--- src/logic/cwl_pkg.sv ---
// Functional notes
// - Programmed bit reads 0, unprogrammed reads 1
// - Unpacked config bits mapped from F80000h
// - Config space reachable by table access only
// - Config registers volatile, reloaded after power-up
// - Three packed words at flash top
// - Loader unpacks words once device reset is released
// - Reload happens on every reset type
// - Erasing last page disables code protection
// - Bit 14 enables test port
// - Bit 13 low enables code protection
// - Bit 12 low blocks program writes
// - Bit 11 picks operational or debug reset
// - Bits 9-8 pick emulator pin pair
// - Bit 7 enables watchdog
// - Bit 6 low selects windowed watchdog
// - Bit 4 selects prescaler 128 or 32
// - Bits 3-0 select postscaler power of two
`default_nettype none
package cwl_pkg;
   localparam int unsigned ADDR_W      = 24;                    // Program address width
   localparam int unsigned WORD_W      = 24;                    // Flash word width
   localparam int unsigned NUM_WORDS   = 3;                     // Packed configuration words
   localparam logic [23:0] CFG_TOP_SMALL = 24'h00ABFE;          // Word one, smallest density
   localparam logic [23:0] CFG_TOP_LARGE = 24'h02ABFE;          // Word one, largest density
   localparam logic [23:0] CFG_STEP    = 24'h000002;            // Address step between words
   localparam logic [23:0] CFG_SPACE_LO = 24'h800000;           // Configuration space base
   localparam logic [23:0] CFG_MAP_BASE = 24'hF80000;           // Unpacked bits base
   localparam logic [23:0] ERASED_WORD = 24'hFFFFFF;            // Unprogrammed state
   localparam logic [23:0] ZERO_WORD   = 24'h000000;            // Idle read value
   localparam logic [1:0]  IDX_W1      = 2'h0;                  // Word one slot
   localparam logic [1:0]  IDX_W2      = 2'h1;                  // Word two slot
   localparam logic [1:0]  IDX_W3      = 2'h2;                  // Word three slot
   localparam logic [1:0]  IDX_LAST    = 2'h2;                  // Final slot
   localparam int unsigned B_TEST      = 14;                    // Test port enable
   localparam int unsigned B_CODE_PROT = 13;                    // Code protect, active low
   localparam int unsigned B_GWP       = 12;                    // Write protect, active low
   localparam int unsigned B_OPER      = 11;                    // Operational mode select
   localparam int unsigned B_EMU_HI    = 9;                     // Pin pair select high
   localparam int unsigned B_EMU_LO    = 8;                     // Pin pair select low
   localparam int unsigned B_WDT_EN    = 7;                     // Watchdog enable
   localparam int unsigned B_WIN_DIS   = 6;                     // Window disable
   localparam int unsigned B_PRE       = 4;                     // Prescaler select
   localparam int unsigned B_POST_HI   = 3;                     // Postscaler high bit
   localparam logic [1:0]  PAIR_ONE    = 2'h3;                  // Pin pair 1
   localparam logic [1:0]  PAIR_TWO    = 2'h2;                  // Pin pair 2
   localparam logic [1:0]  PAIR_THREE  = 2'h1;                  // Pin pair 3
   localparam logic [1:0]  PAIR_RSVD   = 2'h0;                  // Reserved pair code
   localparam logic [7:0]  PRE_128     = 8'h80;                 // Ratio 1:128
   localparam logic [7:0]  PRE_32      = 8'h20;                 // Ratio 1:32

   // Loader sequence, Gray coded along the path
   typedef enum logic [2:0] {
      CWL_REQ  = 3'h0,
      CWL_WAIT = 3'h1,
      CWL_DONE = 3'h3
   } cwl_state_e;

   // Decoded word-one controls
   typedef struct packed {
      logic        test_port_enable;          // Boundary-scan port on
      logic        code_protect_on;           // Whole memory read-protected
      logic        write_protect_on;          // Program writes blocked
      logic        debug_mode_entry;          // Reset into debug mode
      logic [1:0]  emulator_pin_pair_select;  // Raw pair code
      logic        watchdog_enable;           // Watchdog running
      logic        window_mode;               // Windowed watchdog
      logic [7:0]  prescale_ratio;            // 32 or 128
      logic [15:0] postscale_ratio;           // 1 .. 32768
   } cwl_ctrl_s;

   // Table access request
   typedef struct packed {
      logic                 rd;               // Table read
      logic                 wr;               // Table write
      logic [ADDR_W-1:0]    addr;             // Table address
   } cwl_tbl_s;

   // Whole module state
   typedef struct packed {
      cwl_state_e           st;
      logic [1:0]           idx;
      logic [WORD_W-1:0]    w1;
      logic [WORD_W-1:0]    w2;
      logic [WORD_W-1:0]    w3;
      logic [WORD_W-1:0]    rdata;
      logic                 rvalid;
   } cwl_regs_s;
endpackage : cwl_pkg
`default_nettype wire

--- src/logic/cwl_loader.sv ---
`timescale 1ns/1ps
`default_nettype none
module cwl_loader
   import cwl_pkg::*;
#(
   parameter logic [23:0] CFG_TOP = CFG_TOP_LARGE              // Density-dependent top word
) (
   input  wire logic              sys_clk,         // 200 MHz system clock
   input  wire logic              reset_n,         // Any device reset, active low
   output logic                   flash_rd,        // Flash read strobe
   output logic [ADDR_W-1:0]      flash_addr,      // Flash read address
   input  wire logic              flash_ack,       // Flash data valid
   input  wire logic [WORD_W-1:0] flash_rdata,     // Flash read data
   input  wire cwl_tbl_s          tbl_req,         // Table access request
   input  wire logic              fetch_rd,        // Ordinary data or fetch read
   input  wire logic [ADDR_W-1:0] fetch_addr,      // Ordinary access address
   output logic [WORD_W-1:0]      tbl_rdata,       // Table read data
   output logic                   tbl_rvalid,      // Table read data valid
   output logic                   fetch_blocked,   // Ordinary access hit config space
   output logic                   cfg_loaded,      // Configuration valid
   output cwl_ctrl_s              ctrl,            // Decoded controls
   output logic                   pair_reserved    // Reserved pair code loaded
);

   // Address of the n-th packed word, stepping down from the top
   // Word one sits highest so the block works for any density: only the
   // top address parameter moves, the downward step stays the same
   function automatic logic [ADDR_W-1:0] word_addr(input logic [1:0] n);
      logic [ADDR_W-1:0] step;
      step = CFG_STEP * {22'h0, n};
      return CFG_TOP - step;
   endfunction : word_addr

   // Configuration space membership
   // Shared by table reads and fetch blocking so both agree on the boundary
   function automatic logic in_cfg(input logic [ADDR_W-1:0] a);
      return a >= CFG_SPACE_LO;
   endfunction : in_cfg

   // All loader state lives in one struct: one flop bank, one next-state copy,
   // so a reset cannot leave a field behind
   cwl_regs_s r_ff;       // Registered state
   cwl_regs_s nxt_r;      // Next state

   // Loader and table read port
   // Each word costs one request cycle plus the flash latency; the extra
   // request cycle drops the read strobe between words so the flash side
   // sees a fresh access for every address
   always_comb begin
      nxt_r        = r_ff;
      nxt_r.rvalid = 1'b0;
      unique case (r_ff.st)
         CWL_REQ: begin
            nxt_r.st = CWL_WAIT;
         end
         CWL_WAIT: begin
            if (flash_ack) begin
               // Store word by slot; ignore upper byte of w1 decode
               if (r_ff.idx == IDX_W1) begin
                  nxt_r.w1 = flash_rdata;
               end else if (r_ff.idx == IDX_W2) begin
                  nxt_r.w2 = flash_rdata;
               end else begin
                  nxt_r.w3 = flash_rdata;
               end
               if (r_ff.idx == IDX_LAST) begin
                  nxt_r.st = CWL_DONE;
               end else begin
                  nxt_r.idx = r_ff.idx + 2'h1;
                  nxt_r.st  = CWL_REQ;
               end
            end
         end
         CWL_DONE: begin
            // Words frozen until the next reset
            nxt_r.st = CWL_DONE;
         end
         default: begin
            nxt_r.st = CWL_REQ;
         end
      endcase
      // A read taken mid-load answers with the copy held at that edge;
      // software should wait for the load flag before trusting it
      // Table reads see unpacked words from the map base
      if (tbl_req.rd && in_cfg(tbl_req.addr)) begin
         nxt_r.rvalid = 1'b1;
         if (tbl_req.addr == CFG_MAP_BASE) begin
            nxt_r.rdata = r_ff.w1;
         end else if (tbl_req.addr == CFG_MAP_BASE + CFG_STEP) begin
            nxt_r.rdata = r_ff.w2;
         end else if (tbl_req.addr == CFG_MAP_BASE + CFG_STEP + CFG_STEP) begin
            nxt_r.rdata = r_ff.w3;
         end else begin
            nxt_r.rdata = ZERO_WORD;
         end
      end
   end

   // State register; any reset restarts the load
   // Words fall back to the erased pattern while reset is held, so the
   // decode shows the default configuration until word one is loaded
   always_ff @(posedge sys_clk or negedge reset_n) begin
      if (!reset_n) begin
         r_ff.st     <= CWL_REQ;
         r_ff.idx    <= IDX_W1;
         r_ff.w1     <= ERASED_WORD;
         r_ff.w2     <= ERASED_WORD;
         r_ff.w3     <= ERASED_WORD;
         r_ff.rdata  <= ZERO_WORD;
         r_ff.rvalid <= 1'b0;
      end else begin
         r_ff <= nxt_r;
      end
   end

   // Flash read port
   // Strobe and address come straight from the state flops: the address is steady
   // from the request cycle, the strobe from the first wait cycle, until the ack is taken
   assign flash_rd      = (r_ff.st == CWL_WAIT);
   assign flash_addr    = word_addr(r_ff.idx);
   assign cfg_loaded    = (r_ff.st == CWL_DONE);
   assign tbl_rdata     = r_ff.rdata;
   assign tbl_rvalid    = r_ff.rvalid;
   assign fetch_blocked = fetch_rd && in_cfg(fetch_addr);

   // Decode word one; erased (all-ones) words give protection off
   // Upper byte is never decoded, so ones written there change nothing
   // Reserved bits 15 and 10 are stored but drive no control
   always_comb begin
      ctrl.test_port_enable         = r_ff.w1[B_TEST];
      ctrl.code_protect_on          = ~r_ff.w1[B_CODE_PROT];
      ctrl.write_protect_on         = ~r_ff.w1[B_GWP];
      ctrl.debug_mode_entry         = ~r_ff.w1[B_OPER];
      ctrl.emulator_pin_pair_select = r_ff.w1[B_EMU_HI:B_EMU_LO];
      ctrl.watchdog_enable          = r_ff.w1[B_WDT_EN];
      // Window only meaningful with watchdog on
      ctrl.window_mode    = ~r_ff.w1[B_WIN_DIS] & r_ff.w1[B_WDT_EN];
      ctrl.prescale_ratio = r_ff.w1[B_PRE] ? PRE_128 : PRE_32;
      ctrl.postscale_ratio = 16'h0001 << r_ff.w1[B_POST_HI:0];
   end

   // The reserved pair code is passed through unchanged; the flag lets the
   // core refuse it instead of silently picking a pin pair
   assign pair_reserved = (r_ff.w1[B_EMU_HI:B_EMU_LO] == PAIR_RSVD);

   // The decode checks from write protect to the pair flag compare against the flash word sampled at
   // the ack rather than against the stored copy, so a swapped or inverted
   // bit anywhere on the load path shows up. Table checks use the word held
   // one cycle earlier, as a read taken mid-load answers with the old copy.

   // Write-protect bit reaches the decode one cycle after word one lands
   a_wp_decode: assert property (
      @(posedge sys_clk) disable iff (!reset_n)
      (flash_rd && flash_ack && r_ff.idx == IDX_W1)
      |=> (ctrl.write_protect_on == !$past(flash_rdata[B_GWP])))
      else $error("write protect decode wrong");

   // Code-protect bit low protects the whole program memory
   a_cp_decode: assert property (
      @(posedge sys_clk) disable iff (!reset_n)
      (flash_rd && flash_ack && r_ff.idx == IDX_W1)
      |=> (ctrl.code_protect_on == !$past(flash_rdata[B_CODE_PROT])))
      else $error("code protect decode wrong");

   // Reset-mode bit low sends the core into debug mode
   a_dbg_decode: assert property (
      @(posedge sys_clk) disable iff (!reset_n)
      (flash_rd && flash_ack && r_ff.idx == IDX_W1)
      |=> (ctrl.debug_mode_entry == !$past(flash_rdata[B_OPER])))
      else $error("debug select wrong");

   // Test port enable follows its bit without inversion
   a_test_port: assert property (
      @(posedge sys_clk) disable iff (!reset_n)
      (flash_rd && flash_ack && r_ff.idx == IDX_W1)
      |=> (ctrl.test_port_enable == $past(flash_rdata[B_TEST])))
      else $error("test port enable wrong");

   // Watchdog enable follows its bit without inversion
   a_wdt_decode: assert property (
      @(posedge sys_clk) disable iff (!reset_n)
      (flash_rd && flash_ack && r_ff.idx == IDX_W1)
      |=> (ctrl.watchdog_enable == $past(flash_rdata[B_WDT_EN])))
      else $error("watchdog enable wrong");

   // Reserved pin pair code must be flagged to the core
   a_pair_flag: assert property (
      @(posedge sys_clk) disable iff (!reset_n)
      (flash_rd && flash_ack && r_ff.idx == IDX_W1)
      |=> (pair_reserved == ($past(flash_rdata[B_EMU_HI:B_EMU_LO]) == PAIR_RSVD)))
      else $error("reserved pair flag wrong");

   // Windowed mode is never shown with the watchdog off
   a_win_needs_en: assert property (
      @(posedge sys_clk) disable iff (!reset_n)
      ctrl.window_mode
      |-> ctrl.watchdog_enable)
      else $error("window without watchdog");

   // Prescaler bit low gives the short ratio
   a_pre_ratio: assert property (
      @(posedge sys_clk) disable iff (!reset_n)
      !r_ff.w1[B_PRE]
      |-> (ctrl.prescale_ratio == PRE_32))
      else $error("prescaler wrong");

   // Prescaler bit high gives the long ratio
   a_pre_wide: assert property (
      @(posedge sys_clk) disable iff (!reset_n)
      r_ff.w1[B_PRE]
      |-> (ctrl.prescale_ratio == PRE_128))
      else $error("long prescaler wrong");

   // Top postscaler code gives the largest ratio
   a_post_ratio: assert property (
      @(posedge sys_clk) disable iff (!reset_n)
      (r_ff.w1[B_POST_HI:0] == 4'hF)
      |-> (ctrl.postscale_ratio == 16'h8000))
      else $error("postscaler wrong");

   // First request goes to the top word
   a_load_order: assert property (
      @(posedge sys_clk) disable iff (!reset_n)
      (flash_rd && r_ff.idx == IDX_W1)
      |-> (flash_addr == CFG_TOP))
      else $error("first word address wrong");

   // Second request goes one step below the top
   a_addr_word_two: assert property (
      @(posedge sys_clk) disable iff (!reset_n)
      (flash_rd && r_ff.idx == IDX_W2)
      |-> (flash_addr == CFG_TOP - CFG_STEP))
      else $error("second word address wrong");

   // Third request goes two steps below the top
   a_addr_word_three: assert property (
      @(posedge sys_clk) disable iff (!reset_n)
      (flash_rd && r_ff.idx == IDX_W3)
      |-> (flash_addr == CFG_TOP - CFG_STEP - CFG_STEP))
      else $error("third word address wrong");

   // Until word one arrives the defaults stand, never stale contents
   a_reset_erased: assert property (
      @(posedge sys_clk) disable iff (!reset_n)
      (flash_rd && r_ff.idx == IDX_W1)
      |-> (r_ff.w1 == ERASED_WORD))
      else $error("stale word before reload");

   // Second word lands in its own slot
   a_load_slot: assert property (
      @(posedge sys_clk) disable iff (!reset_n)
      (flash_rd && flash_ack && r_ff.idx == IDX_W2)
      |=> (r_ff.w2 == $past(flash_rdata)))
      else $error("second word not stored");

   // Last ack ends the load
   a_load_done: assert property (
      @(posedge sys_clk) disable iff (!reset_n)
      (flash_rd && flash_ack && r_ff.idx == IDX_LAST)
      |=> cfg_loaded)
      else $error("load did not finish");

   // Once loaded, the load flag and the three words stay put until the next reset
   a_frozen_cfg: assert property (
      @(posedge sys_clk) disable iff (!reset_n)
      cfg_loaded
      |=> (cfg_loaded && $stable(r_ff.w1) && $stable(r_ff.w2) && $stable(r_ff.w3)))
      else $error("config changed after load");

   // No further flash traffic after the load
   a_idle_no_read: assert property (
      @(posedge sys_clk) disable iff (!reset_n)
      cfg_loaded
      |-> !flash_rd)
      else $error("flash read after load");

   // Ordinary accesses into configuration space are blocked
   a_fetch_block: assert property (
      @(posedge sys_clk) disable iff (!reset_n)
      (fetch_rd && fetch_addr >= CFG_SPACE_LO)
      |-> fetch_blocked)
      else $error("fetch reached config space");

   // Table reads below configuration space get no answer here
   a_tbl_refused: assert property (
      @(posedge sys_clk) disable iff (!reset_n)
      (tbl_req.rd && tbl_req.addr < CFG_SPACE_LO)
      |=> !tbl_rvalid)
      else $error("table read outside config answered");

   // Table writes are taken but neither answered nor stored
   a_tbl_wr_ignored: assert property (
      @(posedge sys_clk) disable iff (!reset_n)
      (tbl_req.wr && !tbl_req.rd)
      |=> !tbl_rvalid)
      else $error("table write answered");

   // Map base returns word one as held at the request
   a_tbl_answer: assert property (
      @(posedge sys_clk) disable iff (!reset_n)
      (tbl_req.rd && tbl_req.addr == CFG_MAP_BASE)
      |=> (tbl_rvalid && tbl_rdata == $past(r_ff.w1)))
      else $error("table read of word one wrong");

   // Next map slot returns word two as held at the request
   a_tbl_word_two: assert property (
      @(posedge sys_clk) disable iff (!reset_n)
      (tbl_req.rd && tbl_req.addr == CFG_MAP_BASE + CFG_STEP)
      |=> (tbl_rvalid && tbl_rdata == $past(r_ff.w2)))
      else $error("table read of word two wrong");

endmodule : cwl_loader
`default_nettype wire

--- config.mk ---
export PLATFORM = sky130hd
export DESIGN_NAME = cwl_loader
export DESIGN_NICKNAME = d
export VERILOG_FILES = /design/src/logic/cwl_pkg.sv /design/src/logic/cwl_loader.sv
export SDC_FILE = /design/constraint.sdc
export NUM_CORES = 1
export LEC_CHECK = 0
export BUFFER_PORTS_ARGS = -buffer_cell sky130_fd_sc_hd__buf_2
export CAP_MARGIN = 30
export CORE_MARGIN = 2
export CORE_UTILIZATION = 50
export CTS_BUF_LIST = sky130_fd_sc_hd__clkbuf_2
export DETAILED_ROUTE_END_ITERATION = 8
export PLACE_DENSITY = 0.81
export REMOVE_ABC_BUFFERS = 1
export SLEW_MARGIN = 20
export SYNTH_ARGS = -nofsm -noshare
export SYNTH_HDL_FRONTEND = slang
export SYNTH_SLANG_ARGS = --single-unit
export TNS_END_PERCENT = 5
--- constraint.sdc ---
create_clock -name sys_clk -period 1.9 [get_ports sys_clk]
set_input_delay 0.095 -clock sys_clk [delete_from_list [all_inputs] [get_ports sys_clk]]
set_output_delay 0.095 -clock sys_clk [all_outputs]
set_load 0.02 [all_outputs]
==> metrics, run 1 <==
register area share after synthesis=around half; GRT busiest layer=met2; fin crit share=95.7%; Pleak=2.76 nW; antenna violations before repair=0; post-DP HPWL=7760 um; Synth area leaders=dfstp_2 37%, dfrtp_1 14%, mux2_2 11%; vias in the first global route=3896; fill count=~850; Inserted Diodes=0; #FFs+latches synth=roughly 100; DRC viols=0; Die W=105 um; Placed Cells=690; cell with the most instances after synthesis=dfstp_2; IO buf count=110; Area Growth Syn to Fin=17.9%; Gate power share=between 30% and 40%; status=finished, final reports clean; pwr dens=1350 mW/mm^2; clock sinks=101; RR Startpoint=r_ff[97]; max-slew violations=0; crit path max fanout=13; vias per inst=5.21; Crit Path Class=in -> reg; Die Ht=105 um; Hold Path Depth=5; Syn. warnings=0; Critical Path Start=tbl_req[8]; cell area after synthesis=0.00509 sq mm; startpoint types=primary input; area leader, netlist=dfstp_2; Core Footprint=a little under 0.01 sq mm; htree depth=3; largest net degree at the start of global routing=49; max-cap violations=0; Final Hold Fails=0; Hold WS=0.195 ns; clk_lat worst skew=0.53 ns; met1 Track Usage GR=27.9%; max frequency=between 500 and 600 MHz; Hold WC Path Type=in -> reg; Setup Skew=0.0213 ns; total CTS buffers=9; hold path start=tbl_req[23]; Avg WL per Cell=16.3 um; switching part of the total=between 30 and 40%; setup violators final=0; Initial Util=51.8%; DRT Pass-1 Iters=5; routability cong.=0.787; clock tree root buffer cell=clkbuf_2; Worst R2R Path Depth=6; post-route ant nets=0; die area=0.0110 sq mm; Reg power frac=49.4%; met2 Use GR=about 37%; internal power=5.31 mW; nets@finish=between 600 and 700; Synth Flop Type=dfstp_2; via count=3845; Worst setup EP type=register; met3 Use GR=4.05%; CTS max path bufs=2; share of layout cells above drive strength 1=47.1%; GRT Util Overall=around 22%; I/O pin cnt=approximately 160; gr ovfl total=0; first-pass GRT wire length=19100 um; Tot Pwr=8.07 mW; highest ir drop seen on vdd=about 0.97 mV; Tmin final=1.82 ns; Arr. time, crit path=2.27 ns; Mapped Avg Cell Area=10.3 sq um; final wirelength=between 10000 and 15000 um; post-synth cell types=30; CTS tree=yes; Data required, critical path=around 2.4 ns; RSZ-0062 raised after global routing=true; Mapped Cells=493; power share of the clock group=15.2%; switching power total=~2.8 mW; top-area cell type share of the netlist area=37.2%; clock-pin slew on the worst setup and hold paths=0.24 ns; Starting DRT DRC Count=between 200 and 300; Layout Cells excl Fill=738; Row Count=36; async set-reset flop share out of synthesis=100%; Post-synth EDFFs=0; Post-synth top cells=72 x dfstp_2, 57 x buf_4, 54 x nand2_1
## through the flow
step | setup slack, ns | setup TNS, ns | cell area [sq um] | utilization [%]
6_report | 0.0811 | 0 | 6000 | 61.1
5_1_grt | -0.0784 | -0.120 | 6000 | 61.1
4_1_cts | 0.0186 | 0 | 5970 | 60.8
3_5_place_dp | -0.482 | -10.70 | 5520 | 56.2
3_3_place_gp | -0.408 | -9.38 | 5520 | 56.2
2_1_floorplan | -1.30 | -54.32 | 4620 | -
## layout make-up
type / instances / area [sq um] / share of cell area, %
flip-flops and latches: 101 / 2620 / 43.6
multi-input cells: 297 / 1900 / 31.7
repair buffers: 159 / 1040 / 17.4
well taps: 133 / 166 / 2.77
inverters: 33 / 124 / 2.07
clock inverters: 6 / 103 / 1.71
clock buffers: 9 / 45.0 / 0.751
## power groups by stage
stage               logic [mW]  registers, mW  clock network [mW]
finish                    2.86           3.99                1.23
global route              3.13           4.11                1.32
CTS                       2.80           3.99                1.25
detailed placement        2.73           4.03                   0
global placement          2.60           3.96                   0
floorplan                 1.86           3.95                   0
## registers in the layout, summed over array words and instances, names as in the netlist
signal	flops
tbl_rdata	24
r_ff	72
ctrl	4
tbl_rvalid	1
## logic make-up after synthesis
logic type	synth area share, %
AO/OA/AOI/OAI	12.8
XOR/XNOR	0.172
buffers and inverters	13.5
AND/OR/NAND/NOR	10.6
other	0.148
adder cells (fa/ha/maj)	0.738
multiplexers	10.6
flip-flops	51.5
## routing by layer
metal	vias to the layer above	share of wire, %
met4	0	0.91
met3	9	6.4
met2	174	51
met5	-	0
met1	1870	41
li1	1792	-
## worst max-delay path, stage by stage
cell,delay [ns]
buf_2,0.09
or4_1,0.49
or4_1,0.53
or4b_1,0.55
buf_4,0.24
o31ai_2,0.26
## layout by cell type (no fill, tap or decap), types with 4 or more instances in the layout
cell	synthesis	final
dfstp_2	72	72
inv_1	33	33
o31ai_1	5	5
o21ai_0	25	25
nor3_1	31	28
mux2_2	48	48
buf_4	57	15
conb_1	2	28
dlygate4sd3_1	0	30
buf_2	2	109
buf_12	0	4
nand2b_1	4	4
dfrtp_1	29	29
o31ai_2	19	19
a21oi_1	50	50
nand2_1	54	53
clkbuf_2	0	10
nor2_1	15	15
## worst paths after layout
check                                     end  slack [ns]
worst max-delay path            tbl_rdata[20]        0.08
worst min-delay path            tbl_rdata[14]        0.20
worst max register to register       r_ff[49]        0.31
worst min register to register   tbl_rdata[0]        0.51
max in group asynchronous        tbl_rdata[5]        0.25
min in group asynchronous       tbl_rdata[13]        0.53
## what timing repair did
action / CTS / global route
buffers inserted: 0 / 3
hold endpoints to repair: 127 / 0
hold buffers: 30 / 0
gates resized for setup: 0 / 3
setup endpoints to repair: 0 / 6
Note: power is estimated with default switching activity, not from simulation.
==> run 2, diff against run 1 <==
--- a/config.mk
+++ b/config.mk
@@ -10,6 +10,6 @@
 export CORE_MARGIN = 2
-export CORE_UTILIZATION = 50
+export CORE_UTILIZATION = 40
 export CTS_BUF_LIST = sky130_fd_sc_hd__clkbuf_2
 export DETAILED_ROUTE_END_ITERATION = 8
-export PLACE_DENSITY = 0.81
+export PLACE_DENSITY = 0.67
 export REMOVE_ABC_BUFFERS = 1
--- a/constraint.sdc
+++ b/constraint.sdc
@@ -3,2 +3,2 @@
 set_output_delay 0.095 -clock sys_clk [all_outputs]
-set_load 0.02 [all_outputs]
+set_load 0.01 [all_outputs]
==> run 2 against run 1 <==
Effect of this change: final area is 0.10% lower; first-iteration DRC count down 50%; wire length is 1.1% lower; utilization shrank 13 points; sequential share of layout area about the same; clock skew rose by 0.025 ns; register-to-register slack improved by 0.04 ns; non-clock buffer count decreased by 6; critical path type unchanged; highest routed layer unchanged.
==> metrics, run 2 (synthesized netlist as in run 1, its figures left out) <==
Area after DPL=0.00558 sq mm (+1.1%); cell area after layout=0.00599 sq mm (-0.10%); Worst Setup EP=tbl_rdata[2]; GRT Util Overall=17.1% (-4.6 points); routability cong.=0.742 (-5.6%); Pleak=2.74 nW (-0.94%); Final Hold Fails=0 (unchanged); DRT Pass-1 Iters=4 (-1); fill count=1208 (+43%); power share of the clock group=13.6% (-1.6 points); die area=0.0136 sq mm (+24%); Crit Path Class=in -> reg; max-slew violations=0 (unchanged); setup violators final=0 (unchanged); status=finished, final reports clean; vias per inst=4.84 (-7.1%); Avg WL per Cell=15.4 um (-5.7%); total CTS buffers=9 (unchanged); most frequent cells in the layout=109 x buf_2, 72 x dfstp_2, 54 x nand2_1; via count=3748 (-2.5%); highest ir drop seen on vdd=0.762 mV (-21%); Hold WC Path Type=in -> async; pwr dens=1260 mW/mm^2 (-6.7%); IO buf count=110 (unchanged); clock sinks=101 (unchanged); vias in the first global route=3758 (-3.5%); Initial Util=40.6% (-11 points); htree depth=3 (unchanged); Tmin final=1.78 ns (-0.0353 ns); Worst setup EP type=register; CTS tree=yes; max-cap violations=0 (unchanged); Worst R2R End=r_ff[54]; most common cell after layout, fill and taps aside=buf_2; Worst R2R Path Depth=6 (unchanged); Setup Skew=0.0460 ns (+0.0247 ns); first-pass GRT wire length=18100 um (-5.1%); RR Startpoint=r_ff[97]; max frequency=561 MHz (+2.0%); clock-pin slew on the worst setup and hold paths=0.29 ns (+0.05 ns); postcts setup bufs=0 (unchanged); largest net degree at the start of global routing=49 (unchanged); post-DP HPWL=7730 um (-0.35%); Die W=117 um (+11%); crit path max fanout=12 (-1); FF-to-FF setup slack=0.35 ns (+0.04 ns); startpoint types=primary input; Die Ht=117 um (+11%); share of layout cells above drive strength 1=47.5% (+0.39 points); final wirelength=11900 um (-1.1%); I/O pin cnt=163 (unchanged); Reg power frac=53.0% (+3.6 points); Critical Path Start=tbl_req[8]; final worst setup slack=0.116 ns (+0.0353 ns); DRC viols=0 (unchanged); switching power total=2.51 mW (-9.4%); nets@finish=676 (-0.88%); Placement Setup Slack=-0.618 ns (-0.136 ns); Core Footprint=0.0125 sq mm (+27%); max reg flops=72 (unchanged); Data required, critical path=2.38 ns (+0.03 ns); RSZ-0062 raised after global routing=false; gr ovfl total=0 (unchanged); clk_lat worst skew=0.56 ns (+0.03 ns); CTS max path bufs=2 (unchanged); Least-Margin Pin Slew=0.596 ns; post-route ant nets=0 (unchanged); most flop-heavy register=r_ff; switching part of the total=33.3% (-0.94 points); internal power=5.01 mW (-5.5%); fin crit share=93.9% (-1.9 points); Area Growth Syn to Fin=17.8%; clock tree root buffer cell=clkbuf_2; Gate power share=33.4% (-2.0 points); antenna violations before repair=2 (+2); Arr. time, crit path=2.27 ns (about the same); Row Count=41 (+14%); Starting DRT DRC Count=127 (-50%); Rel. slew slack=60.3%
## run 2: cell types whose count changed in the layout (fill, tap and decap cells not counted), moves of 2 or more
cell | before | now
clkinv_1 | 2 | 0
buf_4 | 15 | 12
nor3_1 | 28 | 30
dlygate4sd3_1 | 30 | 26
clkinvlp_4 | 0 | 2
bufinv_16 | 3 | 1
diode_2 | 0 | 2
nor3_2 | 3 | 1
## run 2: how the worst min path moves through the flow
stage          cells after the start  slack [ns]    start            end
6_report                           2      0.0008  reset_n  tbl_rdata[22]
3_3_place_gp                       1        0.11  reset_n      r_ff[100]
2_1_floorplan                      0       -0.20  reset_n      r_ff[100]
3_5_place_dp                       1        0.11  reset_n      r_ff[100]
5_1_grt                            2      -0.005  reset_n  tbl_rdata[22]
4_1_cts                            2        0.01  reset_n  tbl_rdata[22]
## run 2: per-stage QoR
step                power (mW)  utilization, %  hold WS (ns)  TNS (ns)  cells
finish                    7.52            47.9      0.000809         0    774
floorplan                 5.59               -        -0.201    -51.60    431
global route              8.05            47.9      -0.00473         0    774
detailed placement        6.52            44.6         0.112    -13.56    729
CTS                       7.56            47.6        0.0149         0    771
global placement          6.35            44.6         0.105    -12.43    729
## run 2: repair_timing
item | in CTS | in global routing
gates resized for setup | 1 | 1
hold endpoints to repair | 126 | 0
gates cloned | 0 | 1
endpoints found under the setup margin | 1 | 6
hold buffers | 26 | 0
pin swaps | 0 | 0
## run 2: critical path: stages
cell       delay [ns]
buf_2            0.09
or4_1            0.49
or4_1            0.53
or4b_4           0.59
clkbuf_16        0.21
o31ai_1          0.24
## run 2: layout make-up
| cell class | count | area, sq um | area share [%] |
|---|---|---|---|
| diodes | 2 | 5.00 | 0.0835 |
| repair buffers | 153 | 1020 | 17.0 |
| clock buffers | 10 | 50.0 | 0.835 |
| flip-flops and latches | 101 | 2620 | 43.7 |
| inverters | 33 | 124 | 2.07 |
| clock inverters | 6 | 63.8 | 1.06 |
| well taps | 172 | 215 | 3.59 |
| multi-input cells | 297 | 1900 | 31.6 |
## run 2: per-layer routing
metal  wire length (um)  GRT usage (%)
met5                  0              0
met1               5080           21.1
met4                 89           3.92
met2               6030           30.5
met3                691           4.12
## run 2: power by group through the flow
stage                     Sequential [mW]  Clock (mW)  Combinational [mW]
after global placement               3.97           0                2.38
after CTS                            3.98        1.04                2.54
after global routing                 4.09        1.14                2.82
after detailed placement             4.03           0                2.49
final                                3.99        1.02                2.51
after floorplan                      3.91           0                1.68
==> run 3, diff against run 2 <==
CELL_PAD_IN_SITES_DETAIL_PLACEMENT = 0   (was default)
CELL_PAD_IN_SITES_GLOBAL_PLACEMENT = 1   (was default)
PLACE_DENSITY = 0.85   (was 0.67)
==> run 3 against run 2 <==
Effect of this change: highest routed layer unchanged; largest power group unchanged; hold slack improved by 0.089 ns; global-route usage rose by 0.41 points; largest cell class unchanged; power up 2.2%.
==> metrics, run 3 (synthesized netlist as in run 1, its figures left out) <==
most common cell after layout, fill and taps aside=buf_2; post-DP HPWL=7510 um (-2.9%); Tmin final=1.87 ns (+0.0856 ns); most flop-heavy register=r_ff; Hold WS=0.0902 ns (+0.0894 ns); clk_lat worst skew=0.59 ns (+0.03 ns); Setup Skew=0.0303 ns (-0.0158 ns); IO buf count=110 (unchanged); Arr. time, crit path=2.35 ns (+0.08 ns); die area=0.0136 sq mm (unchanged); clock-pin slew on the worst setup and hold paths=0.29 ns (about the same); DRT Pass-1 Iters=4 (unchanged); CTS max path bufs=2 (unchanged); final worst setup slack=0.0309 ns (-0.0856 ns); Top cell by count, worst path=or4_1; switching part of the total=32.8% (-0.55 points); status=finished, final reports clean; Initial Util=40.6% (unchanged); final wirelength=11700 um (-2.0%); max-slew violations=0 (unchanged); max reg flops=72 (unchanged); routability cong.=0.796 (+7.2%); most frequent cells in the layout=109 x buf_2, 72 x dfstp_2, 54 x nand2_1; first-pass GRT wire length=18400 um (+1.9%); Die Ht=117 um (unchanged); Starting DRT DRC Count=171 (+35%); total CTS buffers=9 (unchanged); Rel. slew slack=37.9% (-22 points); Hold WC Path Type=in -> async; Core Footprint=0.0125 sq mm (unchanged); Die W=117 um (unchanged); Placed Cells=726 (-0.41%); fill count=1236 (+2.3%); Inserted Diodes=0 (-2); vias in the first global route=3742 (-0.43%); Final Hold Fails=0 (unchanged); antenna violations before repair=0 (-2); RR Startpoint=r_ff[97]; Placement Setup Slack=-0.577 ns (+0.0405 ns); Worst path slowest cell=or4b_2; Row Count=41 (unchanged); power share of the clock group=15.3% (+1.7 points); startpoint types=primary input; Crit Path Class=in -> reg; Worst setup EP type=register; fin crit share=98.4% (+4.5 points); clock tree root buffer cell=clkbuf_2; Pleak=2.73 nW (-0.13%); DRC viols=0 (unchanged); Critical path buffers and inverters=2 (unchanged); Reg area=0.00262 sq mm (unchanged); nets@finish=675 (-0.15%); final core area utilization=47.9% (about the same); highest ir drop seen on vdd=0.766 mV (+0.52%); Layout Cells excl Fill=771 (-0.39%); via count=3736 (-0.32%); GRT Util Overall=17.5% (+0.41 points); Critical Path Start=tbl_req[8]; Gate power share=33.0% (-0.4 points); switching power total=2.52 mW (+0.51%); max frequency=535 MHz (-4.6%); RSZ-0062 raised after global routing=false; slowest stage delay, CP=0.70 ns (+0.11 ns); Avg WL per Cell=15.1 um (-1.6%); setup violators final=0 (unchanged); crit path max fanout=24 (+12); htree depth=3 (unchanged); clock sinks=101 (unchanged); CTS tree=yes; I/O pin cnt=163 (unchanged); internal power=5.17 mW (+3.0%); Data required, critical path=2.38 ns (about the same); pwr dens=1280 mW/mm^2 (+2.2%); vias per inst=4.85 (about the same); Multi-input gate area=0.00189 sq mm (-0.20%); post-route ant nets=0 (unchanged); largest net degree at the start of global routing=49 (unchanged); max-cap violations=0 (unchanged); Reg power frac=51.7% (-1.3 points); gr ovfl total=0 (unchanged); Area Growth Syn to Fin=17.8% (about the same); Top Family by Delay on Critical Path=simple AND/OR/NAND/NOR gates; CP Cell Sequence=buf_2 > or4_1 > or4_1 > or4b_2 > buf_12 > o31ai_2; share of layout cells above drive strength 1=47.1% (-0.42 points); Least-Margin Pin Slew=0.930 ns (+0.335 ns)
-- run 3: cell count changes in the layout (fill, tap and decap cells not counted), sizes merged --
cell         previous run  this run
buf                   126       124
bufinv                  1         2
clkbuf                 11         9
clkinvlp                2         1
diode                   2         0
dlygate4sd3            26        28
inv                    33        34
-- run 3: final timing paths --
| path | endpoint | slack, ns | cells past startpoint |
|---|---|---|---|
| max in group asynchronous | r_ff[98] | 0.76 | 3 |
| min in group sys_clk | tbl_rvalid | 0.10 | 5 |
| worst min register to register | tbl_rdata[1] | 0.51 | 2 |
| worst max-delay path | tbl_rdata[14] | 0.03 | 6 |
| worst min-delay path | r_ff[85] | 0.09 | 2 |
| worst max register to register | r_ff[52] | 0.29 | 6 |
-- run 3: metal layers --
layer | vias up | GRT usage, % | part of all wire [%]
met5 | - | 0 | 0
met3 | 15 | 3.09 | 5.0
li1 | 1777 | - | -
met4 | 0 | 6.75 | 1.4
met1 | 1833 | 21.7 | 42
met2 | 111 | 30.6 | 51
-- run 3: final cells by class --
| class | count | area share (%) |
|---|---|---|
| Inverter | 33 | 2.07 |
| Tap cell | 172 | 3.59 |
| Timing Repair Buffer | 152 | 16.7 |
| Clock inverter | 7 | 1.65 |
| Multi-Input combinational cell | 297 | 31.6 |
| Sequential cell | 101 | 43.7 |
| Clock buffer | 9 | 0.752 |
-- run 3: repair_timing --
item	CTS	global route
hold buffers	28	0
endpoints found under the setup margin	0	2
hold endpoints to repair	159	0
setup buffers	0	1
gates resized for setup	0	1
-- run 3: per-stage QoR --
stage	cell area [sq um]	total power [mW]	setup TNS, ns
floorplan	4620	5.59	-51.60
global route	5990	8.21	0
detailed placement	5560	6.50	-13.19
CTS	5980	7.73	0
finish	5990	7.69	0
global placement	5560	6.35	-12.39
-- run 3: power by group through the flow --
stage | sequential, mW | combinational (mW) | clock (mW)
floorplan | 3.91 | 1.68 | 0
global placement | 3.97 | 2.39 | 0
detailed placement | 4.02 | 2.48 | 0
CTS | 3.97 | 2.55 | 1.21
global route | 4.09 | 2.82 | 1.30
finish | 3.98 | 2.54 | 1.18
